**src/txcp_pkg.sv**
```systemverilog
// Package: register map, fields, reset values and cell constants for the transmit cell processor
package txcp_pkg;
  localparam logic [7:0] cfg_one_addr = 8'h80;
  localparam logic [7:0] irq_status_addr = 8'h83;
  localparam logic [7:0] irq_mask_addr = 8'h86;
  localparam logic [7:0] cfg_two_addr = 8'h87;
  localparam logic [7:0] cfg_one_reset = 8'h04;
  localparam logic [7:0] cfg_one_wmask = 8'hcf;
  localparam int fld_flush = 0;
  localparam int fld_scr_dis = 1;
  localparam int fld_coset = 2;
  localparam int fld_hcs_n = 3;
  localparam int fld_thresh = 6;
  localparam int fld_parity = 7;
  localparam int fld_inv = 0;
  localparam int ev_parity = 0;
  localparam int ev_overflow = 1;
  localparam int ev_flush_drop = 2;
  localparam logic [7:0] coset_value = 8'h55;
  localparam int cell_words = 27;
  localparam int hcs_word = 2;
  localparam int word_full = 24;
  localparam int word_near = 19;
  localparam int fifo_cells = 4;
  typedef struct packed {
    logic parity;
    logic scr_dis;
    logic coset;
    logic hcs_n;
    logic thresh;
    logic inv;
  } cfg_s;
  typedef struct packed {
    logic valid;
    logic idle;
    logic [15:0] data;
  } out_word_s;
endpackage

```
**src/txcp_scrambler.sv**
```systemverilog
// Self-synchronous x^43+1 payload scrambler for 16-bit words
`timescale 1ns/1ps
module txcp_scrambler (
  input wire logic clk,
  input wire logic nrst,
  input wire logic en,
  input wire logic bypass,
  input wire logic [15:0] din,
  output logic [15:0] dout
);
  logic [42:0] hist_q;
  logic [15:0] scr;
  always_comb begin
    for (int i = 0; i < 16; i++) begin
      scr[15 - i] = din[15 - i] ^ hist_q[42 - i];
    end
  end
  assign dout = bypass ? din : scr;
  // History only advances on scrambled words so a later re-enable stays in step
  always_ff @(posedge clk or negedge nrst) begin
    if (!nrst) begin
      hist_q <= '0;
    end else if (en && !bypass) begin
      hist_q <= {hist_q[26:0], scr};
    end
  end
endmodule

```
**src/txcp_cell_config.sv**
```systemverilog
// Transmit cell processor: config registers, 4-cell FIFO, header check and idle cell insertion
//
// Strobed register access is this design's own decision.
`timescale 1ns/1ps
module txcp_cell_config #(
  parameter int cells = txcp_pkg::fifo_cells
) (
  input wire logic clk,
  input wire logic nrst,
  input wire logic [7:0] reg_addr,
  input wire logic [7:0] reg_wdata,
  input wire logic reg_wr,
  input wire logic reg_rd,
  output logic [7:0] reg_rdata,
  input wire logic write_enable,
  input wire logic start_of_cell,
  input wire logic [15:0] write_data_bus,
  input wire logic write_parity,
  output logic cell_space_available,
  input wire logic tx_ready,
  output txcp_pkg::out_word_s tx_word,
  output logic irq
);
  localparam int depth = cells * txcp_pkg::cell_words;
  localparam int aw = $clog2(depth + 1);
  typedef enum logic [1:0] {
    st_idle = 2'b00,
    st_cell = 2'b01,
    st_idle_cell = 2'b10
  } tx_e;

  function automatic logic [7:0] crc8_step(input logic [7:0] c, input logic [7:0] d);
    logic [7:0] r;
    r = c;
    for (int i = 7; i >= 0; i--) begin
      r = (r[7] ^ d[i]) ? ((r << 1) ^ 8'h07) : (r << 1);
    end
    return r;
  endfunction

  // Synchronise pins from the ATM layer
  logic [1:0] we_s, soc_s, par_s;
  logic [15:0] dat_s0, dat_s1;
  always_ff @(posedge clk or negedge nrst) begin
    if (!nrst) begin
      we_s <= '0;
      soc_s <= '0;
      par_s <= '0;
      dat_s0 <= '0;
      dat_s1 <= '0;
    end else begin
      we_s <= {we_s[0], write_enable};
      soc_s <= {soc_s[0], start_of_cell};
      par_s <= {par_s[0], write_parity};
      dat_s0 <= write_data_bus;
      dat_s1 <= dat_s0;
    end
  end
  logic we, soc, par;
  assign we = we_s[1];
  assign soc = soc_s[1];
  assign par = par_s[1];

  logic [7:0] cfg1_q;
  logic cfg2_inv_q;
  logic [2:0] status_q, mask_q;
  txcp_pkg::cfg_s cfg;
  assign cfg.parity = cfg1_q[txcp_pkg::fld_parity];
  assign cfg.scr_dis = cfg1_q[txcp_pkg::fld_scr_dis];
  assign cfg.coset = cfg1_q[txcp_pkg::fld_coset];
  assign cfg.hcs_n = cfg1_q[txcp_pkg::fld_hcs_n];
  assign cfg.thresh = cfg1_q[txcp_pkg::fld_thresh];
  assign cfg.inv = cfg2_inv_q;
  logic flush;
  assign flush = cfg1_q[txcp_pkg::fld_flush];

  always_ff @(posedge clk or negedge nrst) begin
    if (!nrst) begin
      cfg1_q <= txcp_pkg::cfg_one_reset;
      cfg2_inv_q <= 1'b0;
      mask_q <= '0;
    end else if (reg_wr) begin
      if (reg_addr == txcp_pkg::cfg_one_addr) cfg1_q <= reg_wdata & txcp_pkg::cfg_one_wmask;
      if (reg_addr == txcp_pkg::cfg_two_addr) cfg2_inv_q <= reg_wdata[txcp_pkg::fld_inv];
      if (reg_addr == txcp_pkg::irq_mask_addr) mask_q <= reg_wdata[2:0];
    end
  end

  // FIFO storage and write side
  logic [15:0] mem [depth];
  logic [aw-1:0] wr_ptr_q, rd_ptr_q, cells_q;
  logic [4:0] wword_q;
  logic full_cells, wr_ok, cell_done, rd_done;
  assign full_cells = (cells_q == aw'(cells));
  // four-cell room
  // Words arriving at a full FIFO are refused, start word included, only until a cell is read out; the rest of that cell is then written
  assign wr_ok = we && !flush && !full_cells;
  assign cell_done = wr_ok && (soc ? 1'b0 : wword_q == 5'(txcp_pkg::cell_words - 1));

  logic par_err;
  assign par_err = we && ((^dat_s1 ^ par) != !cfg.parity);

  always_ff @(posedge clk or negedge nrst) begin
    if (!nrst) begin
      wword_q <= '0;
      wr_ptr_q <= '0;
    end else if (flush) begin
      wword_q <= '0;
      wr_ptr_q <= rd_ptr_q;
    end else if (wr_ok) begin
      wword_q <= (soc ? 5'h1 : (cell_done ? 5'h0 : wword_q + 5'h1));
      wr_ptr_q <= (wr_ptr_q == aw'(depth - 1)) ? '0 : wr_ptr_q + aw'(1);
    end
  end
  always_ff @(posedge clk) begin
    if (wr_ok && !full_cells) mem[wr_ptr_q] <= dat_s1;
  end

  // Space available drop point
  logic space_q;
  logic [4:0] drop_word;
  assign drop_word = cfg.thresh ? 5'(txcp_pkg::word_full) : 5'(txcp_pkg::word_near);
  always_ff @(posedge clk or negedge nrst) begin
    if (!nrst) begin
      space_q <= 1'b1;
    end else if (flush) begin
      space_q <= 1'b1;
    end else if (cells_q >= aw'(cells - 1) && wword_q == drop_word && wr_ok) begin
      space_q <= 1'b0;
    end else if (cells_q < aw'(cells - 1) || (cells_q == aw'(cells - 1) && wword_q == 5'h0)) begin
      space_q <= 1'b1;
    end
  end
  assign cell_space_available = space_q ^ cfg.inv;

  // Read side and cell builder
  tx_e st_q;
  logic [4:0] rword_q;
  logic [7:0] crc_q;
  logic [15:0] raw, body, payload;
  logic [7:0] hcs;
  assign raw = (st_q == st_cell) ? mem[rd_ptr_q] : 16'h0000;
  assign hcs = crc_q ^ (cfg.coset ? txcp_pkg::coset_value : 8'h00);
  always_comb begin
    body = raw;
    if (rword_q == 5'(txcp_pkg::hcs_word) && !cfg.hcs_n) body = {hcs, raw[7:0]};
  end
  logic adv;
  assign adv = tx_ready && st_q != st_idle;
  txcp_scrambler u_scr (
    .clk(clk),
    .nrst(nrst),
    .en(adv && rword_q > 5'(txcp_pkg::hcs_word)),
    .bypass(cfg.scr_dis || rword_q <= 5'(txcp_pkg::hcs_word)),
    .din(body),
    .dout(payload)
  );
  assign rd_done = adv && st_q == st_cell && rword_q == 5'(txcp_pkg::cell_words - 1);

  always_ff @(posedge clk or negedge nrst) begin
    if (!nrst) begin
      st_q <= st_idle;
      rword_q <= '0;
      rd_ptr_q <= '0;
      crc_q <= '0;
    end else if (flush && st_q == st_cell) begin
      st_q <= st_idle;
      rword_q <= '0;
      rd_ptr_q <= wr_ptr_q;
    end else begin
      unique case (st_q)
        st_idle: begin
          st_q <= (cells_q != '0 && !flush) ? st_cell : st_idle_cell;
          rword_q <= '0;
          crc_q <= '0;
        end
        st_cell, st_idle_cell: begin
          if (adv) begin
            if (rword_q < 5'(txcp_pkg::hcs_word)) crc_q <= crc8_step(crc8_step(crc_q, body[15:8]), body[7:0]);
            if (st_q == st_cell) rd_ptr_q <= (rd_ptr_q == aw'(depth - 1)) ? '0 : rd_ptr_q + aw'(1);
            rword_q <= (rword_q == 5'(txcp_pkg::cell_words - 1)) ? 5'h0 : rword_q + 5'h1;
            if (rword_q == 5'(txcp_pkg::cell_words - 1)) st_q <= st_idle;
          end
        end
        default: st_q <= st_idle;
      endcase
    end
  end

  always_ff @(posedge clk or negedge nrst) begin
    if (!nrst) begin
      cells_q <= '0;
    end else if (flush) begin
      cells_q <= '0;
    end else begin
      cells_q <= cells_q + aw'(cell_done && !full_cells) - aw'(rd_done);
    end
  end

  always_ff @(posedge clk or negedge nrst) begin
    if (!nrst) begin
      tx_word <= '0;
    end else begin
      tx_word.valid <= adv;
      tx_word.idle <= st_q == st_idle_cell;
      tx_word.data <= payload;
    end
  end

  // sticky parity, overflow and flush-drop flags, set beats read clear
  logic [2:0] ev;
  logic rd_stat;
  assign ev[txcp_pkg::ev_parity] = par_err;
  assign ev[txcp_pkg::ev_overflow] = we && !flush && full_cells && wword_q == 5'h0;
  assign ev[txcp_pkg::ev_flush_drop] = we && flush;
  assign rd_stat = reg_rd && reg_addr == txcp_pkg::irq_status_addr;
  always_ff @(posedge clk or negedge nrst) begin
    if (!nrst) begin
      status_q <= '0;
    end else begin
      status_q <= (rd_stat ? 3'h0 : status_q) | ev;
    end
  end
  assign irq = |(status_q & mask_q);

  always_ff @(posedge clk or negedge nrst) begin
    if (!nrst) begin
      reg_rdata <= '0;
    end else if (reg_rd) begin
      unique case (reg_addr)
        txcp_pkg::cfg_one_addr: reg_rdata <= cfg1_q;
        txcp_pkg::cfg_two_addr: reg_rdata <= {7'h0, cfg2_inv_q};
        txcp_pkg::irq_status_addr: reg_rdata <= {5'h0, status_q};
        txcp_pkg::irq_mask_addr: reg_rdata <= {5'h0, mask_q};
        default: reg_rdata <= 8'h00;
      endcase
    end else begin
      reg_rdata <= 8'h00;
    end
  end

  flush_empty_a: assert property (@(posedge clk) disable iff (!nrst) flush |=> cells_q == '0)
    else $error("fifo not empty during flush");
  idle_after_flush_a: assert property (@(posedge clk) disable iff (!nrst)
    flush && st_q == st_idle |=> st_q == st_idle_cell)
    else $error("no idle cell after flush");
  parity_sticky_a: assert property (@(posedge clk) disable iff (!nrst) par_err |=> status_q[0])
    else $error("parity flag not set");
  space_invert_a: assert property (@(posedge clk) disable iff (!nrst)
    cell_space_available == (space_q ^ cfg2_inv_q))
    else $error("space polarity wrong");
  reset_cfg_a: assert property (@(posedge clk) $rose(nrst) |-> cfg1_q == 8'h04)
    else $error("config reset value wrong");
  depth_bound_a: assert property (@(posedge clk) disable iff (!nrst) cells_q <= aw'(cells))
    else $error("fifo over four cells");
  flush_word_a: assert property (@(posedge clk) disable iff (!nrst) flush |=> wword_q == 5'h0)
    else $error("partial cell kept");
  coset_a: assert property (@(posedge clk) disable iff (!nrst) cfg.coset |-> hcs == (crc_q ^ 8'h55))
    else $error("coset not added");
  cover_flush_c: cover property (@(posedge clk) disable iff (!nrst) $fell(flush));
  cover_full_c: cover property (@(posedge clk) disable iff (!nrst) full_cells);
  cover_cell_c: cover property (@(posedge clk) disable iff (!nrst) rd_done);
endmodule

```
**config.mk**
```make
export PLATFORM = sky130hd
export DESIGN_NAME = txcp_cell_config
export DESIGN_NICKNAME = d
export VERILOG_FILES = /design/src/txcp_pkg.sv /design/src/txcp_scrambler.sv /design/src/txcp_cell_config.sv
export SDC_FILE = /design/constraint.sdc
export NUM_CORES = 2
export LEC_CHECK = 0
export CAP_MARGIN = 10
export CORE_MARGIN = 5
export CORE_UTILIZATION = 50
export CTS_CLUSTER_DIAMETER = 30
export CTS_CLUSTER_SIZE = 20
export DETAILED_ROUTE_END_ITERATION = 8
export DONT_BUFFER_PORTS = 1
export HOLD_SLACK_MARGIN = 0.08
export PLACE_DENSITY_LB_ADDON = 0.12
export REMOVE_ABC_BUFFERS = 1
export SLEW_MARGIN = 10
export SYNTH_ARGS = -nofsm -noshare
export SYNTH_HDL_FRONTEND = slang
export SYNTH_SLANG_ARGS = --single-unit
```
**constraint.sdc**
```tcl
create_clock -name clk -period 3.8 [get_ports clk]
set_input_delay 0.19 -clock clk [delete_from_list [all_inputs] [get_ports clk]]
set_output_delay 0.19 -clock clk [all_outputs]
set_load 0.005 [all_outputs]
```
==> results.json <==
{
  "grt_usage_pct": 27.3,
  "dr_total_vias": 41431,
  "clk_pin_slew_ps": 50,
  "finalSetupTns_ps": -1090,
  "synth.cell_area_sq_um": 74700,
  "firstDrtPassIters": 7,
  "violations": "setup timing",
  "antenna_found_initial": 4,
  "worstRegToRegCells": 14,
  "clk_path_buf_depth": 4,
  "dp.cells": 5917,
  "finClkSkew_ps": 69.5,
  "holdPathStages": 4,
  "async_flop_share_pct": 8.47,
  "synthTopCellsByArea": "edfxtp_1, mux4_2, dfrtp_1",
  "first_iter_violations": 5130,
  "finalCriticalPeriod_ps": 4010,
  "cap_violations": 0,
  "area_growth_pct": 27.9,
  "tightest_slew_ps": 1260,
  "min_to": "reg_rdata[2]$_DFF_PN0_",
  "start_util_pct": 50.4,
  "hold_violations": 0,
  "fin_ws_ps": -206,
  "synth-edff-count": 1728,
  "r2r_setup_slack_ps": -210,
  "cts_tree": "yes",
  "hpwlAfterDp_mm": 132,
  "p_per_area_nw_per_um2": 833,
  "drc": 0,
  "cts_sinks": 1888,
  "die_h_microns": 396,
  "via_per_inst": 6.12,
  "status": "finished with violations",
  "required_ps": 4620,
  "ir_drop_uv": 697,
  "die_width_microns": 396,
  "r2r-end": "crc_q[3]$_DFFE_PN0P_",
  "syn_avg_cell_area_sq_um": 20.1,
  "yosysWarnings": 0,
  "gr-total-overflow": 0,
  "start_kind": "register",
  "max_clock_freq_mhz": 250,
  "timing.rr.start": "rd_ptr_q[0]$_DFFE_PN0P_",
  "finalPower_mw": 79.5,
  "cts_max_level": 5,
  "leakage_nw": 33.2,
  "io_pins": 68,
  "gp_congestion": 0.877,
  "maxSlewViolCount": 0,
  "core-area_sq_um": 148000,
  "hp-class": "in -> reg",
  "relSlewSlack_pct": 15.8,
  "syn_inst": 3706,
  "ys_ff_latch": 1888,
  "nNetsFinal": 4596,
  "cts_buffers": 389,
  "ant_nets": 0,
  "yosys.area.top_type_share_pct": 69.5,
  "die_area_sq_um": 157000,
  "grt_pass1_vias": 42680,
  "port_buffers": 0,
  "grt_start_max_net_pins": 161,
  "finalSetupViolCount": 8,
  "instances_no_fill": 6775,
  "synth_top_cell_by_area": "edfxtp_1",
  "crit_arrival_ps": 4820,
  "cp-end-kind": "register",
  "seq_area_frac_synth_pct": 74.9,
  "hp-start": "reg_addr[1]",
  "wl_mm": 214,
  "drt-wirelength-per-cell_microns": 31.6,
  "synthFlopType": "edfxtp_1",
  "rows": 141,
  "root_buffer": "clkbuf_16",
  "layout-drive-gt1-share_pct": 36.7,
  "critPathKind": "reg -> reg",
  "period_share_pct": 105,
  "clk_latency_ps": 920,
  "grt_pass1_wl_mm": 307,
  "rsz0062_at_grt": "true",
  "path_max_fanout": 10,
  "ys_types": 91
}
[worst max-delay path by stage]
stage | endpoint | slack [ps] | from | cells after the start
after CTS | crc_q[2]$_DFFE_PN0P_ | -150 | rd_ptr_q[1]$_DFFE_PN0P_ | 16
after detailed placement | crc_q[3]$_DFFE_PN0P_ | -670 | rd_ptr_q[0]$_DFFE_PN0P_ | 15
after floorplan | crc_q[3]$_DFFE_PN0P_ | -15920 | rd_ptr_q[0]$_DFFE_PN0P_ | 10
after global placement | crc_q[3]$_DFFE_PN0P_ | -660 | rd_ptr_q[0]$_DFFE_PN0P_ | 15
final | crc_q[3]$_DFFE_PN0P_ | -210 | rd_ptr_q[0]$_DFFE_PN0P_ | 14
after global routing | crc_q[2]$_DFFE_PN0P_ | -290 | rd_ptr_q[0]$_DFFE_PN0P_ | 16
[layer usage]
metal	vias to the layer above	GRT usage, %	part of all wire, %	routed length, microns
met4	0	8.75	3.1	6590
met5	-	0	0	0
li1	16865	-	-	-
met2	2129	42.3	47	101000
met1	22026	38.9	41	87000
met3	411	6.38	9.2	19700
[cells in the mapped netlist (all sizes together) (7+ instances only)]
cell type     n
o22ai        10
mux4        441
nand3        48
mux2         37
ha           24
a22oi        40
o21ai        66
nand2b        9
mux2i        94
and3          9
nor3         13
edfxtp     1728
a32oi         7
dfrtp       158
xor2         32
clkbuf       68
a31oi        10
nand4        15
inv          26
o211ai       14
nor4          9
a22o          9
and2         10
a221oi       17
nand2       255
a21oi        58
xnor2        64
nor2b        27
a211oi       12
buf         131
nor2        184
[state kept, by name (all words and copies together) (netlist names), 7 cells and up]
signal / flops
dat_s1: 16
crc_q: 8
dat_s0: 16
wr_ptr_q: 7
u_scr.hist_q: 43
rd_ptr_q: 7
cells_q: 7
tx_word: 18
mem: 1728
[placed cells by master (no fill, tap or decap), types with 49 or more instances in the layout]
master	n
edfxtp_1	1728
buf_4	457
mux4_2	425
clkbuf_16	397
nand2_1	243
nor2_1	165
dfrtp_1	136
mux2i_1	88
dlygate4sd3_1	70
buf_12	56
clkinvlp_4	54
xnor2_1	53
a21oi_1	52
bufinv_16	52
clkinv_2	49
[where the power goes]
part	switching, mW	internal [mW]	total [mW]
logic	11.1	10.7	21.8
registers	0.638	23.5	24.2
clock network	11.0	22.6	33.6
total	22.7	56.9	79.5
[per-stage QoR]
| stage | setup slack (ps) | utilization (%) | hold WS, ps | cell area (sq um) |
|---|---|---|---|---|
| after floorplan | -15920 | - | -106 | 73300 |
| after global placement | -660 | 54.1 | -100 | 80000 |
| after detailed placement | -672 | 54.1 | -101 | 80000 |
| after CTS | -155 | 64.2 | 162 | 95000 |
| after global routing | -286 | 64.5 | 236 | 95500 |
| final | -206 | 64.5 | 256 | 95500 |
[kinds of logic after synthesis]
| logic type | Yosys count | share of synthesized area [%] |
|---|---|---|
| AOI/OAI and AO/OA | 290 | 2.68 |
| buffers and inverters | 226 | 1.94 |
| and+or+nand+nor | 604 | 3.56 |
| DFF | 1888 | 74.9 |
| other | 1 | 0.00502 |
| adders and majority gates | 25 | 0.429 |
| xor gates and xnor gates | 100 | 1.27 |
| muxes | 572 | 15.2 |
[worst max-delay path: stages (launching register included)]
cell     delay, ps
dfrtp_4        500
buf_12         170
buf_12         160
buf_16         150
buf_4          150
mux4_2         410
a22oi_1        410
a311o_1        410
a32oi_2        130
mux2i_2        260
buf_4          200
xor2_1         180
xor2_1         270
xor3_1         350
o21ai_1        130
[timing repair]
| action | 4_1_cts | 5_1_grt |
|---|---|---|
| endpoints found under the hold margin | 227 | 0 |
| gates cloned | 4 | 2 |
| endpoints found under the setup margin | 18 | 13 |
| resized for setup | 137 | 53 |
| setup buffers | 54 | 25 |
| pin swaps | 45 | 19 |
| hold buffers | 71 | 0 |
[cell type report]
type	instances	area (sq um)
inverter	27	104
tap	1930	2410
antenna	1	2.50
clock inverter	270	3030
sequential	1888	56000
clock buffer	434	10100
fill	9795	52500
timing repair buffer	632	6050
multi-input combinational	1593	17900
Power figures use the tool's default switching activity.
